### config.mk
export PLATFORM = sky130hd
export DESIGN_NAME = smf_mux
export DESIGN_NICKNAME = d
export VERILOG_FILES = /design/src/core/smf_pkg.sv /design/src/core/smf_rx_if.sv /design/src/core/smf_rx_align.sv /design/src/core/smf_mux.sv
export SDC_FILE = /design/constraint.sdc
export NUM_CORES = 1
export LEC_CHECK = 0
export BUFFER_PORTS_ARGS = -buffer_cell sky130_fd_sc_hd__buf_2
export CAP_MARGIN = 0
export CORE_UTILIZATION = 45
export CTS_CLUSTER_DIAMETER = 200
export DETAILED_ROUTE_END_ITERATION = 8
export PLACE_DENSITY = 0.81
export SYNTH_ARGS = -nofsm -noshare
export SYNTH_HDL_FRONTEND = slang
export SYNTH_SLANG_ARGS = --single-unit
### constraint.sdc
create_clock -name clk -period 10.65 [get_ports clk]
set_clock_uncertainty 0.05 [all_clocks]
set_input_delay 1.065 -clock clk [delete_from_list [all_inputs] [get_ports clk]]
set_output_delay 1.065 -clock clk [all_outputs]
set_load 0.02 [all_outputs]
### src/core/smf_pkg.sv
// Purpose: shared constants, types and decoders for the signalling multiframe mux
// Assumes: 20 MHz system clock
// Notes: positions are zero based; position 0 is the first multiframe bit
package smf_pkg;

  // ==========================================================
  // timing
  localparam int CLK_HZ = 20_000_000;
  localparam int FRAME_NS = 125_000;
  localparam int FRAME_CYC = (FRAME_NS * (CLK_HZ / 1_000_000)) / 1000;
  localparam int SIG_STREAM_BPS = 8000;
  localparam int SIG_BPS = 800;
  localparam int SIG_REP = SIG_STREAM_BPS / SIG_BPS;
  localparam int RX_SAMPLE_REP = SIG_REP / 2;
  localparam int SYNC_GOOD = 3;

  // ==========================================================
  // multiframe layout
  localparam int MF_LEN = 20;
  localparam logic [4:0] POS_FAS = 5'h00;
  localparam logic [4:0] POS_ALARM = 5'h0a;
  localparam logic [4:0] POS_LAST = 5'h13;
  localparam int N_CH = 18;
  localparam logic [5:0] N_CH6 = 6'h12;
  localparam logic ALARM_NONE = 1'b1;

  // ==========================================================
  // 0.4 kbit/s rate group slots
  localparam int SLOT_MAX = 49;
  localparam logic [5:0] SLOT_2K4 = 6'h07;
  localparam logic [5:0] SLOT_4K8 = 6'h0d;
  localparam logic [5:0] SLOT_9K6 = 6'h19;
  localparam logic [5:0] SLOT_14K4 = 6'h25;
  localparam logic [5:0] SLOT_19K2 = 6'h31;

  typedef enum logic [2:0] {
    SMF_RATE_2K4 = 3'b000,
    SMF_RATE_4K8 = 3'b001,
    SMF_RATE_9K6 = 3'b010,
    SMF_RATE_14K4 = 3'b011,
    SMF_RATE_19K2 = 3'b100
  } smf_rate_t;

  // rate / 0.4 kbit/s plus one status bit
  function automatic logic [5:0] smf_slot_bits(input logic [2:0] r);
    logic [5:0] n;
    n = SLOT_2K4;
    case (r)
      SMF_RATE_4K8: n = SLOT_4K8;
      SMF_RATE_9K6: n = SLOT_9K6;
      SMF_RATE_14K4: n = SLOT_14K4;
      SMF_RATE_19K2: n = SLOT_19K2;
      default: n = SLOT_2K4;
    endcase
    return n;
  endfunction : smf_slot_bits

  // position to channel, rotated by the configured offset; both ends share it
  function automatic logic [4:0] smf_map_ch(input logic [4:0] pos, input logic [4:0] off);
    logic [5:0] c;
    c = (pos > POS_ALARM) ? ({1'b0, pos} - 6'h02) : ({1'b0, pos} - 6'h01);
    c = c + {1'b0, off};
    if (c >= (N_CH6 + N_CH6)) begin
      c = c - (N_CH6 + N_CH6);
    end else if (c >= N_CH6) begin
      c = c - N_CH6;
    end
    return c[4:0];
  endfunction : smf_map_ch

endpackage : smf_pkg

### src/core/smf_rx_if.sv
// Purpose: carries the receive side results to the multiplexer top
// Assumes: single clock domain
// Notes: all members are driven by flip-flops in the aligner
`timescale 1ns/10ps
interface smf_rx_if;
  logic [17:0] chan;
  logic far_alarm;
  logic sync_loss;
  modport rx (output chan, output far_alarm, output sync_loss);
  modport top (input chan, input far_alarm, input sync_loss);
endinterface : smf_rx_if

### src/core/smf_rx_align.sv
// Purpose: receive multiframe aligner and channel demultiplexer
// Assumes: rx_strobe marks one 8 kbit/s bit per 125 us user frame
// Notes: hunting slips one user frame per failed alignment check
`timescale 1ns/10ps
module smf_rx_align (
  input wire logic clk,
  input wire logic rst,
  input wire logic ce,
  input wire logic rx_bit,
  input wire logic rx_strobe,
  input wire logic [4:0] ch_offset,
  smf_rx_if.rx rxif
);
  import smf_pkg::*;

  logic [3:0] rep_q;
  logic [4:0] pos_q;
  logic fas_prev_q;
  logic [1:0] good_q;
  logic loss_q;
  logic alarm_q;
  logic [17:0] chan_q;

  // ==========================================================
  // decode
  wire step = ce && rx_strobe;
  wire sample = step && (rep_q == 4'(RX_SAMPLE_REP));
  wire at_fas = sample && (pos_q == POS_FAS);
  wire fas_ok = (rx_bit != fas_prev_q);
  wire slip = at_fas && !fas_ok && loss_q;
  wire rep_wrap = (rep_q == 4'(SIG_REP - 1));
  wire take_data = sample && !loss_q && (pos_q != POS_FAS) && (pos_q != POS_ALARM);
  wire [4:0] ch_sel = smf_map_ch(pos_q, ch_offset);

  // ==========================================================
  // bit position counter, held one frame to slip while hunting
  always_ff @(posedge clk) begin
    if (rst) begin
      rep_q <= 4'h0;
      pos_q <= 5'h00;
    end else if (step && !slip) begin // see RULE13
      rep_q <= rep_wrap ? 4'h0 : rep_q + 4'h1;
      if (rep_wrap) begin
        pos_q <= (pos_q == POS_LAST) ? POS_FAS : pos_q + 5'h01;
      end
    end
  end

  // ==========================================================
  // alignment state
  always_ff @(posedge clk) begin
    if (rst) begin
      loss_q <= 1'b1;
      good_q <= 2'h0;
      fas_prev_q <= 1'b0;
    end else if (at_fas) begin
      fas_prev_q <= rx_bit;
      if (!loss_q) begin
        loss_q <= !fas_ok; // see RULE13
      end else if (!fas_ok) begin
        good_q <= 2'h0;
      end else if (good_q == 2'(SYNC_GOOD - 1)) begin
        loss_q <= 1'b0; // see RULE13
        good_q <= 2'h0;
      end else begin
        good_q <= good_q + 2'h1;
      end
    end
  end

  // ==========================================================
  // demultiplex; values hold while out of sync
  always_ff @(posedge clk) begin
    if (rst) begin
      alarm_q <= 1'b0;
      chan_q <= 18'h00000;
    end else begin
      if (sample && !loss_q && pos_q == POS_ALARM) begin
        alarm_q <= (rx_bit != ALARM_NONE); // see RULE9
      end
      if (take_data) begin
        chan_q[ch_sel] <= rx_bit; // see RULE4
      end
    end
  end

  assign rxif.chan = chan_q;
  assign rxif.far_alarm = alarm_q;
  assign rxif.sync_loss = loss_q;

  // ==========================================================
  // checks
  property p_rx_loss;
    @(posedge clk) disable iff (rst)
    (at_fas && !loss_q && !fas_ok) |=> loss_q;
  endproperty
  a_rx_loss: assert property (p_rx_loss) else $error("sync kept after bad alignment bit"); // see RULE13

  property p_rx_resync;
    @(posedge clk) disable iff (rst)
    (at_fas && loss_q && fas_ok && good_q == 2'h2) |=> !loss_q;
  endproperty
  a_rx_resync: assert property (p_rx_resync) else $error("no resync after good run"); // see RULE13

  property p_rx_alarm;
    @(posedge clk) disable iff (rst)
    (sample && !loss_q && pos_q == POS_ALARM) |=> (rxif.far_alarm == !$past(rx_bit));
  endproperty
  a_rx_alarm: assert property (p_rx_alarm) else $error("alarm bit decoded wrong"); // see RULE9

endmodule : smf_rx_align

### src/core/smf_mux.sv
// Purpose: 0.8 kbit/s signalling multiframe multiplexer and demultiplexer
// Assumes: inputs synchronous to clk; peer marks each received bit with rx_strobe
// Notes: one 8 kbit/s stream bit per 125 us user frame, each signalling bit sent 10 times
// Notes on behaviour
// RULE1 - each channel control input is sampled once per 0.8 kbit/s bit time and framed.
// RULE2 - the first multiframe bit is the alignment bit, alternating 0 and 1 per multiframe.
// RULE3 - the eleventh multiframe bit is kept for the path alarm and never carries a channel.
// RULE4 - bits two to ten and twelve to twenty each carry one of eighteen channels.
// RULE5 - the alarm bit reports local loss of multiframe sync to the peer.
// RULE6 - channel to position mapping is a shared configurable offset on both ends.
// RULE7 - a 0.4 kbit/s group slot is rate over 0.4 kbit/s plus one status bit long.
// RULE8 - frame bits go out unchanged, with no inversion.
// RULE9 - the alarm bit is one with no alarm and zero while alarming.
// RULE10 - the 0.8 kbit/s stream rides in an 8 kbit/s stream placed in the user channel.
// RULE11 - the user channel frame repeats every 125 us.
// RULE12 - the slot status bit carries the ready-for-sending or control signal.
// RULE13 - the receiver counts positions modulo twenty, drops sync on a failed alternation, resyncs.
`timescale 1ns/10ps
module smf_mux #(
  parameter int FRAME_CYCLES = smf_pkg::FRAME_CYC
) (
  input wire logic clk,
  input wire logic rst,
  input wire logic ce,
  input wire logic [17:0] ch_ctrl_in,
  input wire logic [4:0] ch_offset,
  input wire logic rx_bit,
  input wire logic rx_strobe,
  input wire smf_pkg::smf_rate_t rate_sel,
  input wire logic [47:0] slot_info,
  input wire logic slot_ready,
  output logic tx_bit_q,
  output logic tx_strobe_q,
  output logic [17:0] ch_ctrl_out,
  output logic far_alarm,
  output logic sync_loss,
  output logic [48:0] slot_q,
  output logic [5:0] slot_len_q
);
  import smf_pkg::*;

  smf_rx_if rxif ();

  smf_rx_align u_rx (
    .clk(clk),
    .rst(rst),
    .ce(ce),
    .rx_bit(rx_bit),
    .rx_strobe(rx_strobe),
    .ch_offset(ch_offset),
    .rxif(rxif)
  );

  assign ch_ctrl_out = rxif.chan;
  assign far_alarm = rxif.far_alarm;
  assign sync_loss = rxif.sync_loss;

  logic [11:0] fcnt_q;
  logic [3:0] rep_q;
  logic [4:0] pos_q;
  logic fas_q;
  logic cur_bit_q;

  // ==========================================================
  // user frame timing
  wire tick = ce && (fcnt_q == 12'h000);
  wire bit_start = tick && (rep_q == 4'h0);
  wire rep_wrap = (rep_q == 4'(SIG_REP - 1));
  wire [4:0] ch_sel = smf_map_ch(pos_q, ch_offset);
  wire alarm_bit = rxif.sync_loss ? !ALARM_NONE : ALARM_NONE;
  wire sel_bit = (pos_q == POS_FAS) ? fas_q :
                 (pos_q == POS_ALARM) ? alarm_bit : ch_ctrl_in[ch_sel]; // see RULE3
  wire cur_bit_d = bit_start ? sel_bit : cur_bit_q;

  always_ff @(posedge clk) begin
    if (rst) begin
      fcnt_q <= 12'h000;
    end else if (ce) begin
      fcnt_q <= (fcnt_q == 12'h000) ? 12'(FRAME_CYCLES - 1) : fcnt_q - 12'h001; // see RULE11
    end
  end

  // ==========================================================
  // signalling bit sequencing
  always_ff @(posedge clk) begin
    if (rst) begin
      rep_q <= 4'h0;
      pos_q <= 5'h00;
      fas_q <= 1'b0;
    end else if (tick) begin
      rep_q <= rep_wrap ? 4'h0 : rep_q + 4'h1; // see RULE10
      if (rep_wrap) begin
        pos_q <= (pos_q == POS_LAST) ? POS_FAS : pos_q + 5'h01; // see RULE4
        if (pos_q == POS_LAST) begin
          fas_q <= !fas_q; // see RULE2
        end
      end
    end
  end

  // sampled once per signalling bit so a channel cannot change mid-bit
  always_ff @(posedge clk) begin
    if (rst) begin
      cur_bit_q <= 1'b0;
      tx_bit_q <= 1'b0;
      tx_strobe_q <= 1'b0;
    end else if (ce) begin
      cur_bit_q <= cur_bit_d; // see RULE1
      tx_strobe_q <= tick;
      if (tick) begin
        tx_bit_q <= cur_bit_d; // see RULE8
      end
    end
  end

  // ==========================================================
  // 0.4 kbit/s slot builder: status bit first, then information bits
  logic [48:0] slot_d;
  wire [5:0] slot_len_d = smf_slot_bits(rate_sel);
  assign slot_d[0] = slot_ready; // see RULE12
  genvar gi;
  generate
    for (gi = 0; gi < SLOT_MAX - 1; gi++) begin : g_slot
      assign slot_d[gi + 1] = (6'(gi + 1) < slot_len_d) ? slot_info[gi] : 1'b0; // see RULE7
    end
  endgenerate

  always_ff @(posedge clk) begin
    if (rst) begin
      slot_q <= 49'h0;
      slot_len_q <= SLOT_2K4;
    end else if (ce) begin
      slot_q <= slot_d;
      slot_len_q <= slot_len_d;
    end
  end

  // ==========================================================
  // checks
  property p_frame_period;
    @(posedge clk) disable iff (rst)
    tick |=> (fcnt_q == 12'(FRAME_CYCLES - 1));
  endproperty
  a_frame_period: assert property (p_frame_period) else $error("frame reload wrong"); // see RULE11

  property p_fas_bit;
    @(posedge clk) disable iff (rst)
    (bit_start && pos_q == POS_FAS) |=> (cur_bit_q == $past(fas_q));
  endproperty
  a_fas_bit: assert property (p_fas_bit) else $error("alignment bit not sent"); // see RULE2

  property p_fas_alt;
    @(posedge clk) disable iff (rst)
    (tick && rep_wrap && pos_q == POS_LAST) |=> (fas_q != $past(fas_q));
  endproperty
  a_fas_alt: assert property (p_fas_alt) else $error("alignment bit did not alternate"); // see RULE2

  property p_alarm_bit;
    @(posedge clk) disable iff (rst)
    (bit_start && pos_q == POS_ALARM) |=> (cur_bit_q == !$past(rxif.sync_loss));
  endproperty
  a_alarm_bit: assert property (p_alarm_bit) else $error("alarm bit wrong"); // see RULE5

  property p_chan_bit;
    @(posedge clk) disable iff (rst)
    (bit_start && pos_q != POS_FAS && pos_q != POS_ALARM)
      |=> (cur_bit_q == $past(ch_ctrl_in[ch_sel]));
  endproperty
  a_chan_bit: assert property (p_chan_bit) else $error("channel bit wrong"); // see RULE6

  property p_hold;
    @(posedge clk) disable iff (rst)
    (tick && rep_q != 4'h0) |=> $stable(cur_bit_q);
  endproperty
  a_hold: assert property (p_hold) else $error("bit changed inside repeat"); // see RULE10

  property p_tx_plain;
    @(posedge clk) disable iff (rst)
    tx_strobe_q |-> (tx_bit_q == cur_bit_q);
  endproperty
  a_tx_plain: assert property (p_tx_plain) else $error("stream bit altered"); // see RULE8

  property p_slot_len;
    @(posedge clk) disable iff (rst)
    (ce && rate_sel == SMF_RATE_14K4) |=> (slot_len_q == 6'h25 && slot_q[0] == $past(slot_ready));
  endproperty
  a_slot_len: assert property (p_slot_len) else $error("slot length wrong"); // see RULE7

  // freeze covers transmit and slot state; the aligner gates every update on step
  property p_ce_freeze;
    @(posedge clk) disable iff (rst)
    !ce |=> ($stable(fcnt_q) && $stable(rep_q) && $stable(pos_q) && $stable(fas_q)
      && $stable(tx_strobe_q) && $stable(tx_bit_q) && $stable(slot_q));
  endproperty
  a_ce_freeze: assert property (p_ce_freeze) else $error("state moved"); // see RULE11

  property p_strobe_pulse;
    @(posedge clk) disable iff (rst)
    (tx_strobe_q && ce) |=> !tx_strobe_q;
  endproperty
  a_strobe_pulse: assert property (p_strobe_pulse) else $error("strobe too long"); // see RULE11

  property p_pos_range;
    @(posedge clk) disable iff (rst)
    (pos_q <= POS_LAST) && (rep_q <= 4'(SIG_REP - 1));
  endproperty
  a_pos_range: assert property (p_pos_range) else $error("position out of range"); // see RULE4

  property p_slot_pad;
    @(posedge clk) disable iff (rst)
    ce |=> ((slot_q >> slot_len_q) == 49'h0);
  endproperty
  a_slot_pad: assert property (p_slot_pad) else $error("slot bits above length"); // see RULE7

  property p_reset_vals;
    @(posedge clk)
    rst |=> (sync_loss && !far_alarm && ch_ctrl_out == 18'h00000 && !tx_strobe_q);
  endproperty
  a_reset_vals: assert property (p_reset_vals) else $error("reset state wrong"); // see RULE13

endmodule : smf_mux

== Yosys cells after proc, flatten, opt, wreduce, memory -nomap -nowiden ==
Cells that the tools add are included.
Operators by class
  equal/unequal tests: 14
  add/subtract/negate cells: 16
  multiplexer cells: 74
  shifts and indexed selects: 0
  bitwise logic cells: 1
  div/mod/pow operators: 0
  multiply operators: 0
  reductions and logical operators: 27
  $lt $le $gt $ge: 57
Operator list (number)
  $lt A6 B6 Y1 const A: 17
  $lt A5 B6 Y1 const A: 16
  $mux W1: 57
  $lt A4 B6 Y1 const A: 8
  $mux W5: 6
  $lt A3 B6 Y1 const A: 4
  $pmux W6 S4: 1
  $bwmux W18: 1
  $logic_and A1 B1 Y1: 13
  $add A6 B5 Y6: 2
  $ge A6 B5 Y1 const B: 2
  $ge A6 B6 Y1 const B: 2
  $logic_not A12 Y1: 1
  $lt A2 B6 Y1 const A: 2
  $lt A5 B6 Y1 const B: 2
  $mux W12: 1
  $mux W6: 2
  $sub A12 B1 Y12 const B: 1
  $sub A5 B1 Y6 const B: 2
  $sub A5 B2 Y6 const B: 2
  $add A5 B1 Y5 const B: 2
  $eq A5 B4 Y1 const B: 2
  $eq A5 B5 Y1 const B: 2
  $gt A5 B4 Y1 const B: 2
  other kinds (25): 39
Storage, ports and cells
  memories: 0
  bits in read-only memories: 0
  latch bits: 0
  bits in writable memories: 0
  output and inout port bits: 77
  register bits: 112
  logic and storage cells: 205
  input port bits: 80

== Depth between registers and ports, before layout ==
Gate-level depths: netlist of the first run.
  depth in word-level cells: 11
  mapped depth: 22
  mapped depth without buffers: 21

== Modules after synthesis ==
Synthesis of the first run repeated with hierarchy kept, for this count alone.
Unflattened totals
  cells, all modules: 726
  area, all modules: 6362.4 sq um
Modules (own cells, without submodules)
  smf_mux: cells each 442, area each 3905.0 sq um, seq. area each 1581.5 sq um, instances 1
  smf_rx_align: cells each 284, area each 2457.4 sq um, seq. area each 640.6 sq um, instances 1

== Worst setup path after synthesis of the first run ==
Ideal clock, no wire load.
  path kind: register to register
  start: register pos_q[2]
  end: register tx_bit_q
  required time: 10456 ps
  stages on the path, launching flop included: 22
  arrival: 4181 ps
  path slack: 6275 ps
  path buffers: 1
  clock period less this slack: 4375 ps
  setup time: 144 ps
  cell sequence: dfxtp_1 -> buf_6 -> inv_1 -> ha_1 -> inv_1 -> a31oi_1 -> xnor2_1 -> ha_1 -> inv_1 -> fa_1 -> xnor2_1 -> inv_1 -> ha_1 -> a21boi_0 -> a311oi_2 -> o21ai_2 -> a221oi_4 -> mux4_2 -> nand3_1 -> a21oi_1 -> o2111ai_1 -> a311oi_1
On the way
  word-level cells in the longest chain between the ends: 11
  elaborated cells on any way between the ends: 18
  classes of those cells: 5 x add/sub; 3 x order compare; 1 x eq/ne; 8 x mux; 1 x reduce/logical
Ends and longest elaborated chain
  from (decl): RTL line smf_mux.sv:60  | logic [4:0] pos_q;
  from (signal assigned): RTL line smf_mux.sv:93  | pos_q <= (pos_q == POS_LAST) ? POS_FAS : pos_q + 5'h01;
  $sub A5 B1 Y6, or another cell as far along: RTL line smf_pkg.sv:61  | c = (pos > POS_ALARM) ? ({1'b0, pos} - 6'h02) : ({1'b0, pos} - 6'h01);
  $mux W6: RTL line smf_pkg.sv:61
  $add A6 B5 Y6: RTL line smf_pkg.sv:62  | c = c + {1'b0, off};
  $sub A5 B5 Y5 or $ge A6 B5 Y1 (tied branches): RTL line smf_pkg.sv:66, smf_pkg.sv:65
  $mux W5: RTL line smf_pkg.sv:65  | end else if (c >= N_CH6) begin
  $mux W5: RTL line smf_pkg.sv:63  | if (c >= (N_CH6 + N_CH6)) begin
  $bmux W1 S5: RTL line smf_mux.sv:72  | (pos_q == POS_ALARM) ? alarm_bit : ch_ctrl_in[ch_sel];
  $mux W1 (not written as such): RTL line smf_mux.sv:72
  $mux W1: RTL line smf_mux.sv:72
  $mux W1 *: RTL line smf_mux.sv:71  | wire sel_bit = (pos_q == POS_FAS) ? fas_q :
  $mux W1 *: RTL line smf_mux.sv:73  | wire cur_bit_d = bit_start ? sel_bit : cur_bit_q;
  to (signal assigned): RTL line smf_mux.sv:111  | tx_bit_q <= cur_bit_d;
  to (decl): RTL line smf_mux.sv:32  | output logic tx_bit_q,
Every way passes the cells marked *; elsewhere a longest branch is shown, timed or not. The select of a mux whose other input is x is not followed.
A chain may end at the register's enable or synchronous reset.

== Final worst setup path of the first run ==
Same ends and word-level chain as after synthesis.

==> results of run 1 <==
## power by group
group / internal [uW] / switching (uW) / total, uW
Clock: 172 / 179 / 351
Sequential: 435 / 16.3 / 451
Combinational: 82.2 / 114 / 197
Total: 689 / 310 / 998
## cells by family (layout without fill, tap and decap cells)
family / Yosys count / count (layout) / synth area share, %
AO/OA/AOI/OAI: 178 / 178 / 19.9
XOR/XNOR: 29 / 29 / 4.39
adder cells (fa/ha/maj): 37 / 37 / 8.02
buffers and inverters: 64 / 201 / 4.31
flip-flops: 111 / 111 / 37.3
multiplexers: 30 / 30 / 5.54
other: 1 / 1 / 0.0630
AND/OR/NAND/NOR: 242 / 242 / 20.5
## state kept, by name, indices dropped and copies added (netlist names)
register             count
cur_bit_q                1
fas_q                    1
fcnt_q                  12
pos_q                    5
rep_q                    4
slot_len_q               5
slot_q                  49
tx_bit_q                 1
tx_strobe_q              1
u_rx.fas_prev_q          1
u_rx.good_q              2
u_rx.pos_q               5
u_rx.rep_q               4
u_rx.rxif.chan          18
u_rx.rxif.far_alarm      1
u_rx.rxif.sync_loss      1
## cells in the mapped netlist (11+ instances only)
cell / number / share of area [%]
o21ai_0: 29 / 2.4
a21oi_1: 50 / 4.2
nand3_1: 16 / 1.3
inv_1: 28 / 1.8
xnor2_1: 18 / 2.6
mux2i_1: 24 / 4.0
or3_1: 15 / 1.6
a22oi_1: 42 / 5.3
nor2_1: 108 / 6.8
clkbuf_1: 28 / 1.8
ha_1: 35 / 7.4
nand2b_1: 11 / 1.2
nor3_1: 15 / 1.3
dfxtp_1: 111 / 37
nand2_1: 29 / 1.8
## worst min-delay path: stages (launching register included)
cell     delay [ns]
dfxtp_1        0.31
o21ai_0        0.06
a21oi_1        0.06
## worst min-delay path by stage
stage | startpoint | endpoint | cells past startpoint
4_1_cts | slot_len_q[4] | slot_len_q[4] | 2
3_3_place_gp | slot_len_q[4] | slot_len_q[4] | 2
2_1_floorplan | fcnt_q[3] | fcnt_q[3] | 2
6_report | u_rx.rxif.chan[9] | u_rx.rxif.chan[9] | 2
3_5_place_dp | slot_len_q[4] | slot_len_q[4] | 2
5_1_grt | u_rx.rxif.chan[9] | u_rx.rxif.chan[9] | 2
## cell type report
type                       instances  area [sq um]
fill                            1167          5640
multi-input combinational        517          3480
sequential                       111          2220
timing repair buffer             156           786
clock buffer                       9           225
tap                              172           215
inverter                          29           109
clock inverter                     7          93.8
## through the flow
stage | area [sq um] | setup WS (ns) | hold WS (ns) | power [uW] | std cells
after floorplan | 5960 | 6.27 | 0.404 | 605 | 692
after detailed placement | 6810 | 5.73 | 0.409 | 656 | 985
after global placement | 6810 | 5.93 | 0.402 | 652 | 985
final | 7130 | 5.68 | 0.423 | 998 | 1001
after CTS | 7130 | 5.69 | 0.422 | 1010 | 1001
after global routing | 7130 | 5.19 | 0.436 | 1050 | 1001
## metal layers
| layer | global-route usage, % | part of all wire, % | vias to the layer above |
|---|---|---|---|
| li1 | - | - | 2723 |
| met1 | 25.1 | 46 | 2457 |
| met2 | 33.9 | 47 | 127 |
| met3 | 5.10 | 5.2 | 14 |
| met4 | 5.99 | 1.4 | 0 |
| met5 | 0 | 0 | - |
==> results.md, run 1 <==
- Ports: around 160
- Number of port buffers: ~160
- Core ar.: roughly 13000 sq um
- Root buffer cell: clkbuf_16
- Pwr per Cell Area: between 100 and 150 nW/um^2
- Unrepaired setup endpoints after global routing: no
- CP Max Fanout: 11
- Initial drt markers: around 280
- Drt drc: 0
- Avg Inst Size Synth: 8.61 sq um
- Slowest cell delay on critical path: about 0.44 ns
- Final Hold Fails: 0
- Die Wd: approximately 120 microns
- Synth Flop Type: dfxtp_1
- Worst-Skew Late Latency: around 0.36 ns
- Cell area after synthesis: slightly below 6000 sq um
- Slew Viols, Final: 0
- Cts hold-fix bufs: 0
- Post_cts resized: 0
- Flop2flop setup slack: 5.68 ns
- Largest net degree at the start of global routing: 107
- Layout Utilization: between 50% and 60%
- Nets: 941
- Initial antenna violation count: 0
- Slew margin rel.: 28.9%
- Die area: around 14000 sq um
- Synthesized Nets: between 800 and 900
- Worst min-delay path category: register to register
- Number of max-cap violations: 0
- Sequential fraction of the synthesis area: a little under two fifths
- CP startpoint kind: register
- Most common cell after layout, fill and taps aside: buf_2
- DR pass1 iterations: 4
- Antenna Violating Nets Remaining: 0
- Crit Path Category: register to register
- Global route overflow: 0
- FP Rows: around 40
- Routed wire length: 13700 microns
- Worst reg2reg path depth: 20
- CTS tree: yes
- Via-to-Cell Ratio: ~5.3
- Clock Tree Buf Depth: 2
- Slowest cell on crit path: a31oi_1
- # clock sinks: approximately 110
- RePlAce Congestion: around 0.85
- Fin crit share: 46.6%
- Vias in the first global route: 4706
- Cell Chain, Critical Path: inv_1 -> ha_1 -> inv_1 -> a31oi_1 -> xnor2_1 -> ha_1 -> inv_1 -> fa_1 -> xnor2_1 -> inv_1 -> ha_1 -> a21boi_0 -> a311oi_2 -> o21ai_2 -> a221oi_4 -> mux4_2 -> nand3_1 -> a21oi_1 -> o2111ai_1 -> a311oi_1
- Crit path to: tx_bit_q
- Area grow syn2layout: 19.7%
- GRT Overall Usage: 20.0%
- Final setup TNS: 0 ns
- Peak supply drop: between 100 and 150 uV
- Total number of vias: 5321
- Most used cell, CP: inv_1
- Min cycle time layout: 4.97 ns
- Slew of the pin with the lowest slew margin: around 1.1 ns
- Endpoints failing setup: 0
- Yosys warns: 0
- R2r startpoint: pos_q[2]
- Total CTS buffers: 9
- Library cells used by synthesis: between 70 and 80
- Setup repair bufs after CTS: 0
- Asr flop ratio synth: 0%
- Yosys reg bits: ~110
- Global-route wire length before repair: around 22000 microns
- Drt wl/cell: roughly 14 microns
- Source of the critical timing path: pos_q[2]
- EDFF count, synth: 0
- Crit-path leading delay family: compound AO/OA/AOI/OAI gates
- Outcome: complete, no violations
- Crit end category: register
- N_diodes: 0
- Critical path required time: between 10 and 15 ns
- Synth Instances: around 690
- Crit path depth: 20
- Arr. time, crit path: around 5.1 ns
- Reg clk slew, reported paths: 0.08 ns
- Leak: 0.00312 uW
- Detailed-placement wirelength estimate: 10100 microns
- H-tree Lvls: 3
- Die H: between 100 and 150 microns
- Initial Util: a little under half
- Achievable Freq: 0.201 GHz
- Commonest non-fill, non-tap cells in the layout: buf_2, dfxtp_1, nor2_1
- Reg2reg end: tx_bit_q
- Share of cells above drive strength 1: 23.6%
- CP bufs+invs: 4
(Power assumes the default switching activity.)
==> run 2, diff against run 1 <==
--- a/config.mk
+++ b/config.mk
@@ -10,7 +10,7 @@
 export CORE_UTILIZATION = 45
 export CTS_CLUSTER_DIAMETER = 200
 export DETAILED_ROUTE_END_ITERATION = 8
-export PLACE_DENSITY = 0.81
+export PLACE_DENSITY = 0.84
 export SYNTH_ARGS = -nofsm -noshare
 export SYNTH_HDL_FRONTEND = slang
 export SYNTH_SLANG_ARGS = --single-unit
==> constraint.sdc (replaced) <==
create_clock -name clk -period 4.3 [get_ports clk]
set_clock_uncertainty 0.05 [all_clocks]
set_input_delay 0.43 -clock clk [delete_from_list [all_inputs] [get_ports clk]]
set_output_delay 0.43 -clock clk [all_outputs]
set_load 0.02 [all_outputs]
==> results.md, run 2 (synthesis results as in run 1) <==
- Outcome: finished, violations left
- Failing checks: setup timing
- Multi-input gate area: 3780 sq um
- FP Rows: between 40 and 50
- Arr. time, crit path: around 4.5 ns
- Layout Utilization: between 60% and 70%
- Area grow syn2layout: 30.7%
- Worst reg2reg path depth: 18
- Endpoints failing setup: 2
- CTS tree: yes
- Drt drc: 0
- GRT Overall Usage: 21.5%
- Total CTS buffers: 9
- Core ar.: between 10000 and 15000 sq um
- Critical path required time: around 4.4 ns
- Biggest register: slot_q
- Initial antenna violation count: 0
- Slew Viols, Final: 0
- # clock sinks: ~110
- Most common cell after layout, fill and taps aside: buf_2
- RePlAce Congestion: 0.858
- Initial drt markers: 275
- Filler cells: 1082
- Detailed-placement wirelength estimate: roughly 11000 microns
- Source of the critical timing path: pos_q[1]
- Drt wl/cell: about 15 microns
- Worst hold slack: 0.254 ns
- Peak supply drop: a little under 300 uV
- Nets: 988
- Antenna Violating Nets Remaining: 0
- Slew margin rel.: about 29%
- Final Total Pwr: between 2000 and 3000 uW
- Slew of the pin with the lowest slew margin: 1.06 ns
- Share of cells above drive strength 1: approximately 34%
- Number of max-cap violations: 0
- Final setup TNS: -0.157 ns
- Global route overflow: 0
- Reg2reg end: tx_bit_q
- Initial Util: between 40% and 50%
- Via-to-Cell Ratio: about 5.4
- Crit end category: register
- Fin crit share: 102%
- DR pass1 iterations: 5
- Achievable Freq: 0.228 GHz
- H-tree Lvls: 3
- CP startpoint kind: register
- Cts hold-fix bufs: 0
- Crit path to: tx_bit_q
- Root buffer cell: clkbuf_16
- Min-delay src: slot_info[25]
- Die H: around 120 microns
- Die area: approximately 14000 sq um
- Clock Tree Buf Depth: 2
- Vias in the first global route: just over 5000
- Worst min-delay path category: input pin to register
- Pwr per Cell Area: between 300 and 400 nW/um^2
- Commonest non-fill, non-tap cells in the layout: buf_2, nor2_1, dfxtp_1
- Final Hold Fails: 0
- Leak: 0.00338 uW
- Global-route wire length before repair: between 20000 and 25000 microns
- Number of port buffers: about 160
- Flop2flop setup slack: -0.09 ns
- R2r startpoint: pos_q[1]
- Reg clk slew, reported paths: 0.08 ns
- CP Max Fanout: 5
- Unrepaired setup endpoints after global routing: yes
- Die Wd: 117 microns
- Largest net degree at the start of global routing: 107
- Total number of vias: about 5700
- Crit Path Category: register to register
- Final worst slack: -0.0872 ns
- Ports: ~160
- N_diodes: 0
- Max reg flops: 49
- Routed wire length: 15600 microns
- Min cycle time layout: about 4.4 ns
- Worst-Skew Late Latency: ~0.35 ns
- Register Area: roughly 2200 sq um
-- run 2: cell types whose count changed in the layout (fill, tap and decap cells not counted), sizes merged --
cell,delta
buf,+47
clkinv,-1
inv,-1
clkbuf,+1
-- run 2: worst max-delay path: stages (launching register included) --
cell and delay [ns]:
dfxtp_4 0.39, ha_4 0.16, nand2_4 0.05, a31oi_4 0.27, nor2_1 0.13, a2111oi_1 0.54
buf_4 0.20, xor2_1 0.14, ha_1 0.26, and3b_1 0.36, or2_1 0.19, a311oi_2 0.06
buf_4 0.16, a221oi_4 0.34, mux4_2 0.36, nand2b_1 0.15, a21oi_2 0.08, o2111ai_2 0.21
a311oi_1 0.11
-- run 2: how the worst min path moves through the flow --
stage	slack, ns	cells after the start	endpoint
after global placement	0.40	2	slot_len_q[4]
after detailed placement	0.41	2	slot_len_q[4]
after floorplan	0.40	2	fcnt_q[3]
after CTS	0.24	3	slot_q[46]
final	0.25	3	slot_q[26]
after global routing	0.25	3	slot_q[41]
-- run 2: metal layers --
metal	up-vias	GRT usage [%]	wire [microns]
li1	2817	-	-
met4	0	6.84	264
met5	-	0	0
met1	2643	24.9	6570
met3	25	5.56	915
met2	171	38.7	7890
-- run 2: report_power, final --
| part | switching, uW | total [uW] | internal, uW | leakage [uW] |
|---|---|---|---|---|
| Sequential | 41.0 | 1120 | 1080 | 0.000903 |
| Clock | 401 | 820 | 419 | 0.000143 |
| Combinational | 327 | 581 | 254 | 0.00234 |
| Total | 769 | 2520 | 1750 | 0.00338 |
-- run 2: layout make-up --
cell class,instances,area share (%)
Sequential cell,111,28.6
Clock buffer,10,3.07
Timing Repair Buffer,203,14.9
Tap cell,172,2.76
Inverter,29,1.49
Clock inverter,5,0.659
Multi-Input combinational cell,517,48.5
-- run 2: per-stage QoR --
stage          cells  area [sq um]  setup slack (ns)
6_report        1047          7790           -0.0872
5_1_grt         1047          7790            -0.340
4_1_cts         1034          7380           0.00236
3_5_place_dp    1017          7060            -0.141
3_3_place_gp    1017          7060            0.0439
2_1_floorplan    692          5960            0.0204
-- run 2: what timing repair did --
| action | CTS | global route |
|---|---|---|
| endpoints found under the setup margin | 2 | 20 |
| gates resized for setup | 3 | 73 |
| pin swaps | 3 | 25 |
| setup buffers | 2 | 13 |
| endpoints found under the hold margin | 0 | 0 |
